### src/logic/mfd_pkg.sv
// Purpose: shared constants and types of the Manchester frame decoder
// Assumes: 25 MHz system clock, 9.6 kbaud Manchester line
// Notes: interval windows are in quarters of one bit period
package mfd_pkg;

  // ----------------------------------------------------------------
  // timing
  // ----------------------------------------------------------------
  localparam int CLK_HZ = 25_000_000;
  localparam int BAUD_HZ = 9600;
  // one bit period in clocks, rounded down (2604)
  localparam int BIT_CYCLES = CLK_HZ / BAUD_HZ;
  // window edges in quarter bits: 0.75, 1.25, 1.75, 2.25
  localparam int Q_1_LO = 3;
  localparam int Q_15_LO = 5;
  localparam int Q_2_LO = 7;
  localparam int Q_2_HI = 9;
  localparam int TS_W = 16;

  // ----------------------------------------------------------------
  // frame layout
  // ----------------------------------------------------------------
  localparam int ID_BITS = 8;
  localparam logic [ID_BITS-1:0] ID_VALUE = 8'h0f;
  localparam int HDR_BITS = 4;
  localparam logic [HDR_BITS-1:0] HDR_VALUE = 4'h6;
  localparam int DATA_BITS = 10;
  localparam int FIFO_DEPTH = 16;
  localparam int IDX_W = 4;

  // ----------------------------------------------------------------
  // types
  // ----------------------------------------------------------------
  typedef enum logic [1:0] {CL_1, CL_15, CL_2, CL_BAD} mfd_class_t;
  typedef enum logic [2:0] {ST_SEARCH, ST_ID, ST_HDR, ST_DATA, ST_PUSH} mfd_stage_t;

endpackage : mfd_pkg

### src/logic/mfd_decoder.sv
// Purpose: Manchester edge-interval decoder and frame parser with output FIFO
// Assumes: rf_data is asynchronous; bits are sent MSB first
// Notes: decoded data words leave through a 16-entry FIFO
`timescale 1ns/1ps

// ------------------------------------------------------------------
// output FIFO
// ------------------------------------------------------------------
module mfd_fifo #(
  parameter int WIDTH = 10,
  parameter int DEPTH = 16
) (
  // clock and reset
  input wire logic mclk,
  input wire logic nrst,
  // fill side
  input wire logic in_valid,
  input wire logic [WIDTH-1:0] in_data,
  output logic in_ready,
  // drain side
  output logic out_valid,
  output logic [WIDTH-1:0] out_data,
  input wire logic out_ready
);
  localparam int AW = $clog2(DEPTH);
  localparam int CW = AW + 1;
  logic [WIDTH-1:0] mem [DEPTH];
  logic [AW-1:0] wr_ptr;
  logic [AW-1:0] rd_ptr;
  logic [CW-1:0] count;
  logic push;
  logic pop;

  // pointers wrap naturally, so depth must be a power of two
  assign in_ready = (count != CW'(DEPTH));
  assign push = in_valid && in_ready;
  assign pop = (count != '0) && (!out_valid || out_ready);

  always_ff @(posedge mclk) begin
    if (push) begin
      mem[wr_ptr] <= in_data;
    end
  end

  always_ff @(posedge mclk or negedge nrst) begin
    if (!nrst) begin
      wr_ptr <= '0;
      rd_ptr <= '0;
      count <= '0;
    end else begin
      if (push) begin
        wr_ptr <= wr_ptr + 1'b1;
      end
      if (pop) begin
        rd_ptr <= rd_ptr + 1'b1;
      end
      count <= count + CW'(push) - CW'(pop);
    end
  end

  // registered output stage keeps the drain side glitch free
  always_ff @(posedge mclk or negedge nrst) begin
    if (!nrst) begin
      out_valid <= 1'b0;
      out_data <= '0;
    end else if (pop) begin
      out_valid <= 1'b1;
      out_data <= mem[rd_ptr];
    end else if (out_ready) begin
      out_valid <= 1'b0;
    end
  end

endmodule : mfd_fifo

// ------------------------------------------------------------------
// decoder
// ------------------------------------------------------------------
module mfd_decoder #(
  parameter int BIT_CYCLES = mfd_pkg::BIT_CYCLES
) (
  // clock and reset
  input wire logic mclk,
  input wire logic nrst,
  // receiver line
  input wire logic rf_data,
  // decoded frames
  output logic [mfd_pkg::DATA_BITS-1:0] frame_data,
  output logic frame_valid,
  input wire logic frame_ready,
  // status
  output logic sync_locked,
  output logic decode_error,
  output logic frame_drop
);
  import mfd_pkg::*;

  localparam logic [TS_W-1:0] WIN_1_LO = TS_W'(BIT_CYCLES * Q_1_LO / 4);
  localparam logic [TS_W-1:0] WIN_15_LO = TS_W'(BIT_CYCLES * Q_15_LO / 4);
  localparam logic [TS_W-1:0] WIN_2_LO = TS_W'(BIT_CYCLES * Q_2_LO / 4);
  localparam logic [TS_W-1:0] WIN_2_HI = TS_W'(BIT_CYCLES * Q_2_HI / 4);

  logic rf_meta;
  logic rf_sync;
  logic rf_prev;
  logic edge_seen;
  logic [TS_W-1:0] timestamp;
  logic [TS_W-1:0] last_ts;
  logic [TS_W-1:0] cur_interval;
  logic [TS_W-1:0] edge_interval;
  mfd_class_t cls;
  mfd_stage_t stage;
  logic decoding;
  logic edge_position_flag;
  logic next_pos;
  logic bit_valid;
  logic bit_value;
  logic pend_valid;
  logic [DATA_BITS-1:0] temp_bit_buffer;
  logic [DATA_BITS-1:0] shifted;
  logic [IDX_W-1:0] buffer_write_index;
  logic [DATA_BITS-1:0] data_word;
  logic fifo_in_ready;

  // ----------------------------------------------------------------
  // input sync and edge capture
  // ----------------------------------------------------------------
  always_ff @(posedge mclk or negedge nrst) begin
    if (!nrst) begin
      rf_meta <= 1'b0;
      rf_sync <= 1'b0;
      rf_prev <= 1'b0;
    end else begin
      rf_meta <= rf_data;
      rf_sync <= rf_meta;
      rf_prev <= rf_sync;
    end
  end

  assign edge_seen = rf_sync && !rf_prev;
  assign decoding = (stage == ST_ID) || (stage == ST_HDR) || (stage == ST_DATA);

  // timestamp and difference
  // free running; gaps beyond the counter range may alias
  assign cur_interval = timestamp - last_ts;

  always_ff @(posedge mclk or negedge nrst) begin
    if (!nrst) begin
      timestamp <= '0;
      last_ts <= '0;
      edge_interval <= '0;
    end else begin
      timestamp <= timestamp + 1'b1;
      if (edge_seen) begin
        last_ts <= timestamp;
        edge_interval <= cur_interval;
      end
    end
  end

  always_comb begin
    if (cur_interval >= WIN_1_LO && cur_interval < WIN_15_LO) begin
      cls = CL_1;
    end else if (cur_interval >= WIN_15_LO && cur_interval < WIN_2_LO) begin
      cls = CL_15;
    end else if (cur_interval >= WIN_2_LO && cur_interval < WIN_2_HI) begin
      cls = CL_2;
    end else begin
      cls = CL_BAD;
    end
  end

  // ----------------------------------------------------------------
  // edge position and bit emission
  // ----------------------------------------------------------------
  // position update
  always_comb begin
    case (cls)
      CL_1: next_pos = edge_position_flag;
      CL_15: next_pos = !edge_position_flag;
      default: next_pos = 1'b0;
    endcase
  end

  always_ff @(posedge mclk or negedge nrst) begin
    if (!nrst) begin
      edge_position_flag <= 1'b0;
    end else if (edge_seen && stage == ST_SEARCH && cls == CL_2) begin
      edge_position_flag <= 1'b0;
    end else if (edge_seen && decoding) begin
      edge_position_flag <= next_pos;
    end
  end

  // second bit follows one cycle later
  always_ff @(posedge mclk or negedge nrst) begin
    if (!nrst) begin
      bit_valid <= 1'b0;
      bit_value <= 1'b0;
      pend_valid <= 1'b0;
    end else if (edge_seen && decoding && cls != CL_BAD) begin
      bit_valid <= 1'b1;
      bit_value <= (cls == CL_1) ? next_pos : 1'b1;
      pend_valid <= (cls != CL_1) && !next_pos;
    end else if (pend_valid) begin
      bit_valid <= 1'b1;
      bit_value <= 1'b0;
      pend_valid <= 1'b0;
    end else begin
      bit_valid <= 1'b0;
    end
  end

  // ----------------------------------------------------------------
  // frame stages
  // ----------------------------------------------------------------
  assign shifted = {temp_bit_buffer[DATA_BITS-2:0], bit_value};

  always_ff @(posedge mclk or negedge nrst) begin
    if (!nrst) begin
      stage <= ST_SEARCH;
      buffer_write_index <= '0;
      temp_bit_buffer <= '0;
      data_word <= '0;
    end else begin
      case (stage)
        ST_SEARCH: begin
          // preamble edges ignored
          // only the recovery zero's 010 lead gives a two-bit interval
          if (edge_seen && cls == CL_2) begin
            stage <= ST_ID;
            buffer_write_index <= '0;
            temp_bit_buffer <= '0;
          end
        end
        ST_ID, ST_HDR, ST_DATA: begin
          if (edge_seen && cls == CL_BAD) begin
            stage <= ST_SEARCH;
            buffer_write_index <= '0;
            temp_bit_buffer <= '0;
          end else if (bit_valid) begin
            temp_bit_buffer <= shifted;
            buffer_write_index <= buffer_write_index + 1'b1;
            if (stage == ST_ID && buffer_write_index == IDX_W'(ID_BITS - 1)) begin
              buffer_write_index <= '0;
              temp_bit_buffer <= '0;
              stage <= (shifted[ID_BITS-1:0] == ID_VALUE) ? ST_HDR : ST_SEARCH;
            end
            // data starts with the next bit
            if (stage == ST_HDR && buffer_write_index == IDX_W'(HDR_BITS - 1)) begin
              buffer_write_index <= '0;
              temp_bit_buffer <= '0;
              stage <= (shifted[HDR_BITS-1:0] == HDR_VALUE) ? ST_DATA : ST_SEARCH;
            end
            if (stage == ST_DATA && buffer_write_index == IDX_W'(DATA_BITS - 1)) begin
              buffer_write_index <= '0;
              data_word <= shifted;
              stage <= ST_PUSH;
            end
          end
        end
        ST_PUSH: begin
          // edges are ignored while the fifo is full
          // end of message ignored
          if (fifo_in_ready) begin
            stage <= ST_SEARCH;
          end
        end
        default: stage <= ST_SEARCH;
      endcase
    end
  end

  always_ff @(posedge mclk or negedge nrst) begin
    if (!nrst) begin
      decode_error <= 1'b0;
      frame_drop <= 1'b0;
      sync_locked <= 1'b0;
    end else begin
      decode_error <= edge_seen && decoding && cls == CL_BAD;
      frame_drop <= bit_valid && !(edge_seen && cls == CL_BAD) &&
        ((stage == ST_ID && buffer_write_index == IDX_W'(ID_BITS - 1) &&
          shifted[ID_BITS-1:0] != ID_VALUE) ||
         (stage == ST_HDR && buffer_write_index == IDX_W'(HDR_BITS - 1) &&
          shifted[HDR_BITS-1:0] != HDR_VALUE));
      sync_locked <= decoding;
    end
  end

  mfd_fifo #(
    .WIDTH(DATA_BITS),
    .DEPTH(FIFO_DEPTH)
  ) u_fifo (
    .mclk(mclk),
    .nrst(nrst),
    .in_valid(stage == ST_PUSH),
    .in_data(data_word),
    .in_ready(fifo_in_ready),
    .out_valid(frame_valid),
    .out_data(frame_data),
    .out_ready(frame_ready)
  );

  // ----------------------------------------------------------------
  // checks
  // ----------------------------------------------------------------
  a_interval_capture: assert property (
    @(posedge mclk) disable iff (!nrst)
    edge_seen |=> edge_interval == $past(cur_interval))
    else $error("edge interval not captured");

  a_one_bit_keep: assert property (
    @(posedge mclk) disable iff (!nrst)
    edge_seen && decoding && cur_interval >= WIN_1_LO && cur_interval < WIN_15_LO
    |=> $stable(edge_position_flag))
    else $error("one-bit interval moved position");

  a_bad_error: assert property (
    @(posedge mclk) disable iff (!nrst)
    edge_seen && decoding && cls == CL_BAD |=> decode_error && stage == ST_SEARCH)
    else $error("bad interval not reported");

  a_single_bit: assert property (
    @(posedge mclk) disable iff (!nrst)
    edge_seen && decoding && cls == CL_1
    |=> bit_valid && bit_value == $past(edge_position_flag) ##1 !bit_valid)
    else $error("one-bit decode wrong");

  a_pair_bits: assert property (
    @(posedge mclk) disable iff (!nrst)
    edge_seen && decoding && (cls == CL_15 || cls == CL_2) && !next_pos
    |=> bit_valid && bit_value ##1 bit_valid && !bit_value)
    else $error("pair decode wrong");

  a_toggle_pos: assert property (
    @(posedge mclk) disable iff (!nrst)
    edge_seen && decoding && cls == CL_15 |=> edge_position_flag != $past(edge_position_flag))
    else $error("position not toggled");

  a_two_bit_mid: assert property (
    @(posedge mclk) disable iff (!nrst)
    edge_seen && cls == CL_2 && stage != ST_PUSH |=> !edge_position_flag)
    else $error("position not forced to mid");

  a_sync_gate: assert property (
    @(posedge mclk) disable iff (!nrst)
    stage == ST_SEARCH && !(edge_seen && cls == CL_2) |=> stage == ST_SEARCH)
    else $error("left search without sync");

  a_drop_search: assert property (
    @(posedge mclk) disable iff (!nrst)
    frame_drop |-> stage == ST_SEARCH && buffer_write_index == '0)
    else $error("drop without state clear");

  a_push_done: assert property (
    @(posedge mclk) disable iff (!nrst)
    stage == ST_PUSH && fifo_in_ready |=> stage == ST_SEARCH)
    else $error("data word not pushed");

endmodule : mfd_decoder

### config.mk
export PLATFORM = sky130hd
export DESIGN_NAME = mfd_decoder
export DESIGN_NICKNAME = d
export VERILOG_FILES = /design/src/logic/mfd_pkg.sv /design/src/logic/mfd_decoder.sv
export SDC_FILE = /design/constraint.sdc
export NUM_CORES = 1
export LEC_CHECK = 0
export ABC_CLOCK_PERIOD_IN_PS = 3890
export BUFFER_PORTS_ARGS = -buffer_cell sky130_fd_sc_hd__buf_2
export CAP_MARGIN = 0
export CORE_MARGIN = 1.5
export CORE_UTILIZATION = 25
export CTS_CLUSTER_DIAMETER = 40
export DETAILED_ROUTE_END_ITERATION = 16
export GPL_ROUTABILITY_DRIVEN = 0
export SYNTH_ARGS = -nofsm -noshare
export SYNTH_HDL_FRONTEND = slang
export SYNTH_SLANG_ARGS = --single-unit
### constraint.sdc
create_clock -name mclk -period 3.89 [get_ports mclk]
set_clock_uncertainty 0.05 [all_clocks]
set_input_delay 0.389 -clock mclk [delete_from_list [all_inputs] [get_ports mclk]]
set_output_delay 0.389 -clock mclk [all_outputs]
set_load 0.01 [all_outputs]
==> flow_summary.ini <==
[status]
status = finished, final reports clean

[cells_and_area]
antenna_cells = 0
nets = 845
fin_cells = 1428
regArea_mm2 = 0.00711
utilization_pct = 30.4
multi_input_comb_area_mm2 = 0.00389
syn_to_final_growth_pct = 20.0
n_fill_cell = 4363
share_of_final_layout_standard_cells_stronger_than_drive_strength_1_pct = 25.0

[timing]
final_hold_viol_count = 0
fmax_mhz = 261
post-route-min-period_ps = 3830
finalCritPeriodShare_pct = 98.5
worst_slew_pin_slew_ps = 855
final_max_slew_viol_count = 0
rsz0062_at_grt = true
layout_setup_ws_ps = 59.1
setup_viol = 0
timing.slew.headroom_pct = 43.0

[routing]
remaining_drc_errors = 0
route.detailed.vias_per_inst = 4.41
route.antenna.remaining_nets = 0
via_count = 6292
number_of_iterations_in_the_first_detailed_routing_pass = 5
route.detailed.wl_per_inst_um = 15.1
detailedRoute.firstIterationViolations = 358
drt_wl_total_mm = 21.6

[die]
rows = 77
dieHeight_um = 215
coreArea_mm2 = 0.0442
die_area_mm2 = 0.0462
die_x_um = 215
floorplan.io_pins = 18
initial_utilization_pct = 25.4

[synth]
synthTopCellsByArea = edfxtp_1 (43%), dfrtp_1 (21%), mux4_2 (10%)
post_synth_num_cell_types = 71
yosys.area_share.simple_pct = 8.75
synth-adder-area-share_pct = 3.59
post_synth_xor_area_fraction_pct = 2.80
postSynth.topFlopCell = edfxtp_1
average_cell_area_after_synthesis_um2 = 14.9
yosys_register_bits = 252
synth.cell_area_mm2 = 0.0112
synth-async-reset-ratio_pct = 36.5
post_synth_mux_area_share_pct = 12.6
synth.yosys.warnings = 0
synth.net_count = 789
synth_top_area_share_pct = 42.8
number_of_enable_type_register_cells_in_the_synthesized_netlist = 160
yosysTopAreaCell = edfxtp_1
synth_compound_gate_area_share_pct = 6.35
synth_sequential_area_ratio_pct = 63.3
synth_top_family_by_area = multiplexers
post_synth_inst_count = 754

[pwr]
power.switching_fraction_pct = 26.5
seq_power_share_pct = 41.1
p_leak_nw = 4.66
vdd_ir_drop_max_mv = 0.315
cellInternalPower_w = 0.00553
power_frac_comb_pct = 15.8
switching_power_w = 0.00199
clockPowerShare_pct = 43.1
power.density_mw_per_mm2 = 559

[global_route]
grt_overflow = 0
grt.met1_usage_pct = 12.9
largest_net_degree_at_the_start_of_global_routing = 59
gr-usage-met2_pct = 15.0
grt_pass1_vias = 6459
wire_length_of_the_first_global_routing_pass_mm = 35.2
grt_use_met3_pct = 2.41
grt.total_usage_pct = 9.54
grt-busiest-layer = met2
antenna_found_initial = 0

[setup_path]
setup.worst_path.end_class = flip-flop
setup.worst_path.class = reg2reg
path_common_cell = inv_2
timing.critical_path.required_ps = 4230
critical-path-slowest-cell = or4b_1
startpoint_type = flip-flop
timing.critical_path.slowest_cell_delay_ps = 460
crit_path_max_fanout = 4
cp_cell_sequence = inv_2, ha_4, inv_2, fa_2, a21o_1, a221o_1, a31oi_4, o21a_4, nor2_2, or4b_1, and4_4, and3_4, or3_4, o211ai_4, mux2_4
crit_arrival_ps = 4170

[clock_tree]
clk-insertion-delay-late_ps = 530
cts.htree.levels = 2
clock-root-buffer = clkbuf_16
cts_tree = yes
clk_pin_slew_ps = 50
clk_path_buf_depth = 3
cts_buffers = 34
cts.sinks = 252

[place]
preCtsSetupSlack_ps = 10.0
numPlacedInstances = 1359
io_buffers = 17
place_hpwl_mm = 14.0

[worst_hold_path]
hold_path_class = reg2reg

[flow_run]
drv_cap = 0
power groups by stage:
stage	sequential, W	clock (W)	combinational (W)
CTS	0.00310	0.00331	0.00119
global placement	0.00315	0	0.00117
finish	0.00309	0.00324	0.00119
global route	0.00312	0.00344	0.00133
detailed placement	0.00315	0	0.00118
floorplan	0.00308	0	0.000921
stage by stage:
step	hold slack (ps)	power (W)	area [um^2]	TNS, ps
final	299	0.00752	13500	0
after global routing	311	0.00788	13500	-199
after CTS	304	0.00760	13400	0
after detailed placement	294	0.00434	12100	0
after global placement	287	0.00432	12100	0
after floorplan	43.4	0.00400	11200	0
placed cells by master (no fill, tap or decap), drive strengths merged, types with 8 or more instances in the layout:
cell    Yosys  layout
buf        13      45
nand4      13      13
clkbuf     15      40
mux4       50      50
edfxtp    160     160
dfrtp      92      92
o21ai      35      35
xnor2      30      30
ha         29      29
and2       20      20
a21oi      23      23
nor2       27      27
inv        42      48
nand2      60      60
mux2       24      24
nand3      12      12
nor3        9       9
and3        9       9
a21o        8       8
clkinv      0      10
worst max-delay path, delay by kind of cell, from the launching register on:
family	cells	cell delay, ps
mux	1	320
compound gates	5	1180
simple gates	5	1210
buf+inv	2	120
flops	1	380
fa+ha+maj	2	470
path summary, 6_finish.rpt:
path,start,endpoint,slack [ps],depth (start not counted)
setup / recovery,timestamp[0],stage[0],60,15
hold / removal,rf_meta,rf_sync,300,0
setup reg to reg,timestamp[0],stage[0],60,15
hold reg to reg,rf_meta,rf_sync,300,0
max in group asynchronous,nrst,rf_prev,2600,3
min in group asynchronous,nrst,u_fifo.out_data[8],440,2
cell families after synthesis:
family                   count (synthesis)
AND/OR/NAND/NOR                        188
multiplexers                            76
flip-flops                             252
buffers and inverters                   70
adder cells (fa/ha/maj)                 31
XOR/XNOR                                35
AO/OA/AOI/OAI                          102
synthesized netlist by cell type, types with 3 or more instances:
| cell type | n |
|---|---|
| o211ai_1 | 3 |
| clkbuf_1 | 15 |
| nor2b_1 | 6 |
| dfrtp_1 | 92 |
| a21oi_1 | 21 |
| mux2_2 | 22 |
| ha_1 | 29 |
| o21ai_0 | 31 |
| or3_1 | 5 |
| xor2_1 | 5 |
| nor2_1 | 26 |
| nor3_1 | 9 |
| nor3b_1 | 3 |
| inv_1 | 42 |
| and2_1 | 20 |
| edfxtp_1 | 160 |
| nor4b_1 | 3 |
| buf_1 | 5 |
| nand4_1 | 13 |
| o21ai_1 | 4 |
| buf_2 | 6 |
| xnor2_1 | 29 |
| nand3_1 | 12 |
| or2_2 | 4 |
| nand2_1 | 60 |
| and3_1 | 7 |
| nand2b_1 | 6 |
| a21o_1 | 8 |
| mux4_2 | 50 |
sequential cells by signal, indices dropped and copies added, names as in the netlist:
signal / flops
rf_sync: 1
temp_bit_buffer: 9
pend_valid: 1
edge_position_flag: 1
buffer_write_index: 4
u_fifo.count: 5
u_fifo.wr_ptr: 4
frame_drop: 1
u_fifo.rd_ptr: 4
timestamp: 16
sync_locked: 1
rf_prev: 1
u_fifo.mem: 160
bit_value: 1
bit_valid: 1
data_word: 10
stage: 3
decode_error: 1
rf_meta: 1
u_fifo.out_data: 10
u_fifo.out_valid: 1
last_ts: 16
layer usage:
layer	share of wire (%)	wire length [um]	vias up
li1	-	-	2968
met1	47	10100	3160
met2	46	9910	133
met3	5.4	1170	31
met4	1.6	348	0
met5	0	0	-
cell type report:
type,count,area share [%]
Inverter,42,1.17
Clock buffer,40,6.95
Sequential cell,252,52.8
Clock inverter,22,1.96
Timing Repair Buffer,48,2.71
Multi-Input combinational cell,432,28.9
Tap cell,592,5.50
what timing repair did:
item                                    in CTS  in global routing
setup buffers                                0                  4
resized for setup                            0                 11
endpoints found under the hold margin       59                  0
pin swaps                                    1                  3
hold buffers                                 3                  0
endpoints found under the setup margin       2                 26
Note: power is estimated with default switching activity, not from simulation.
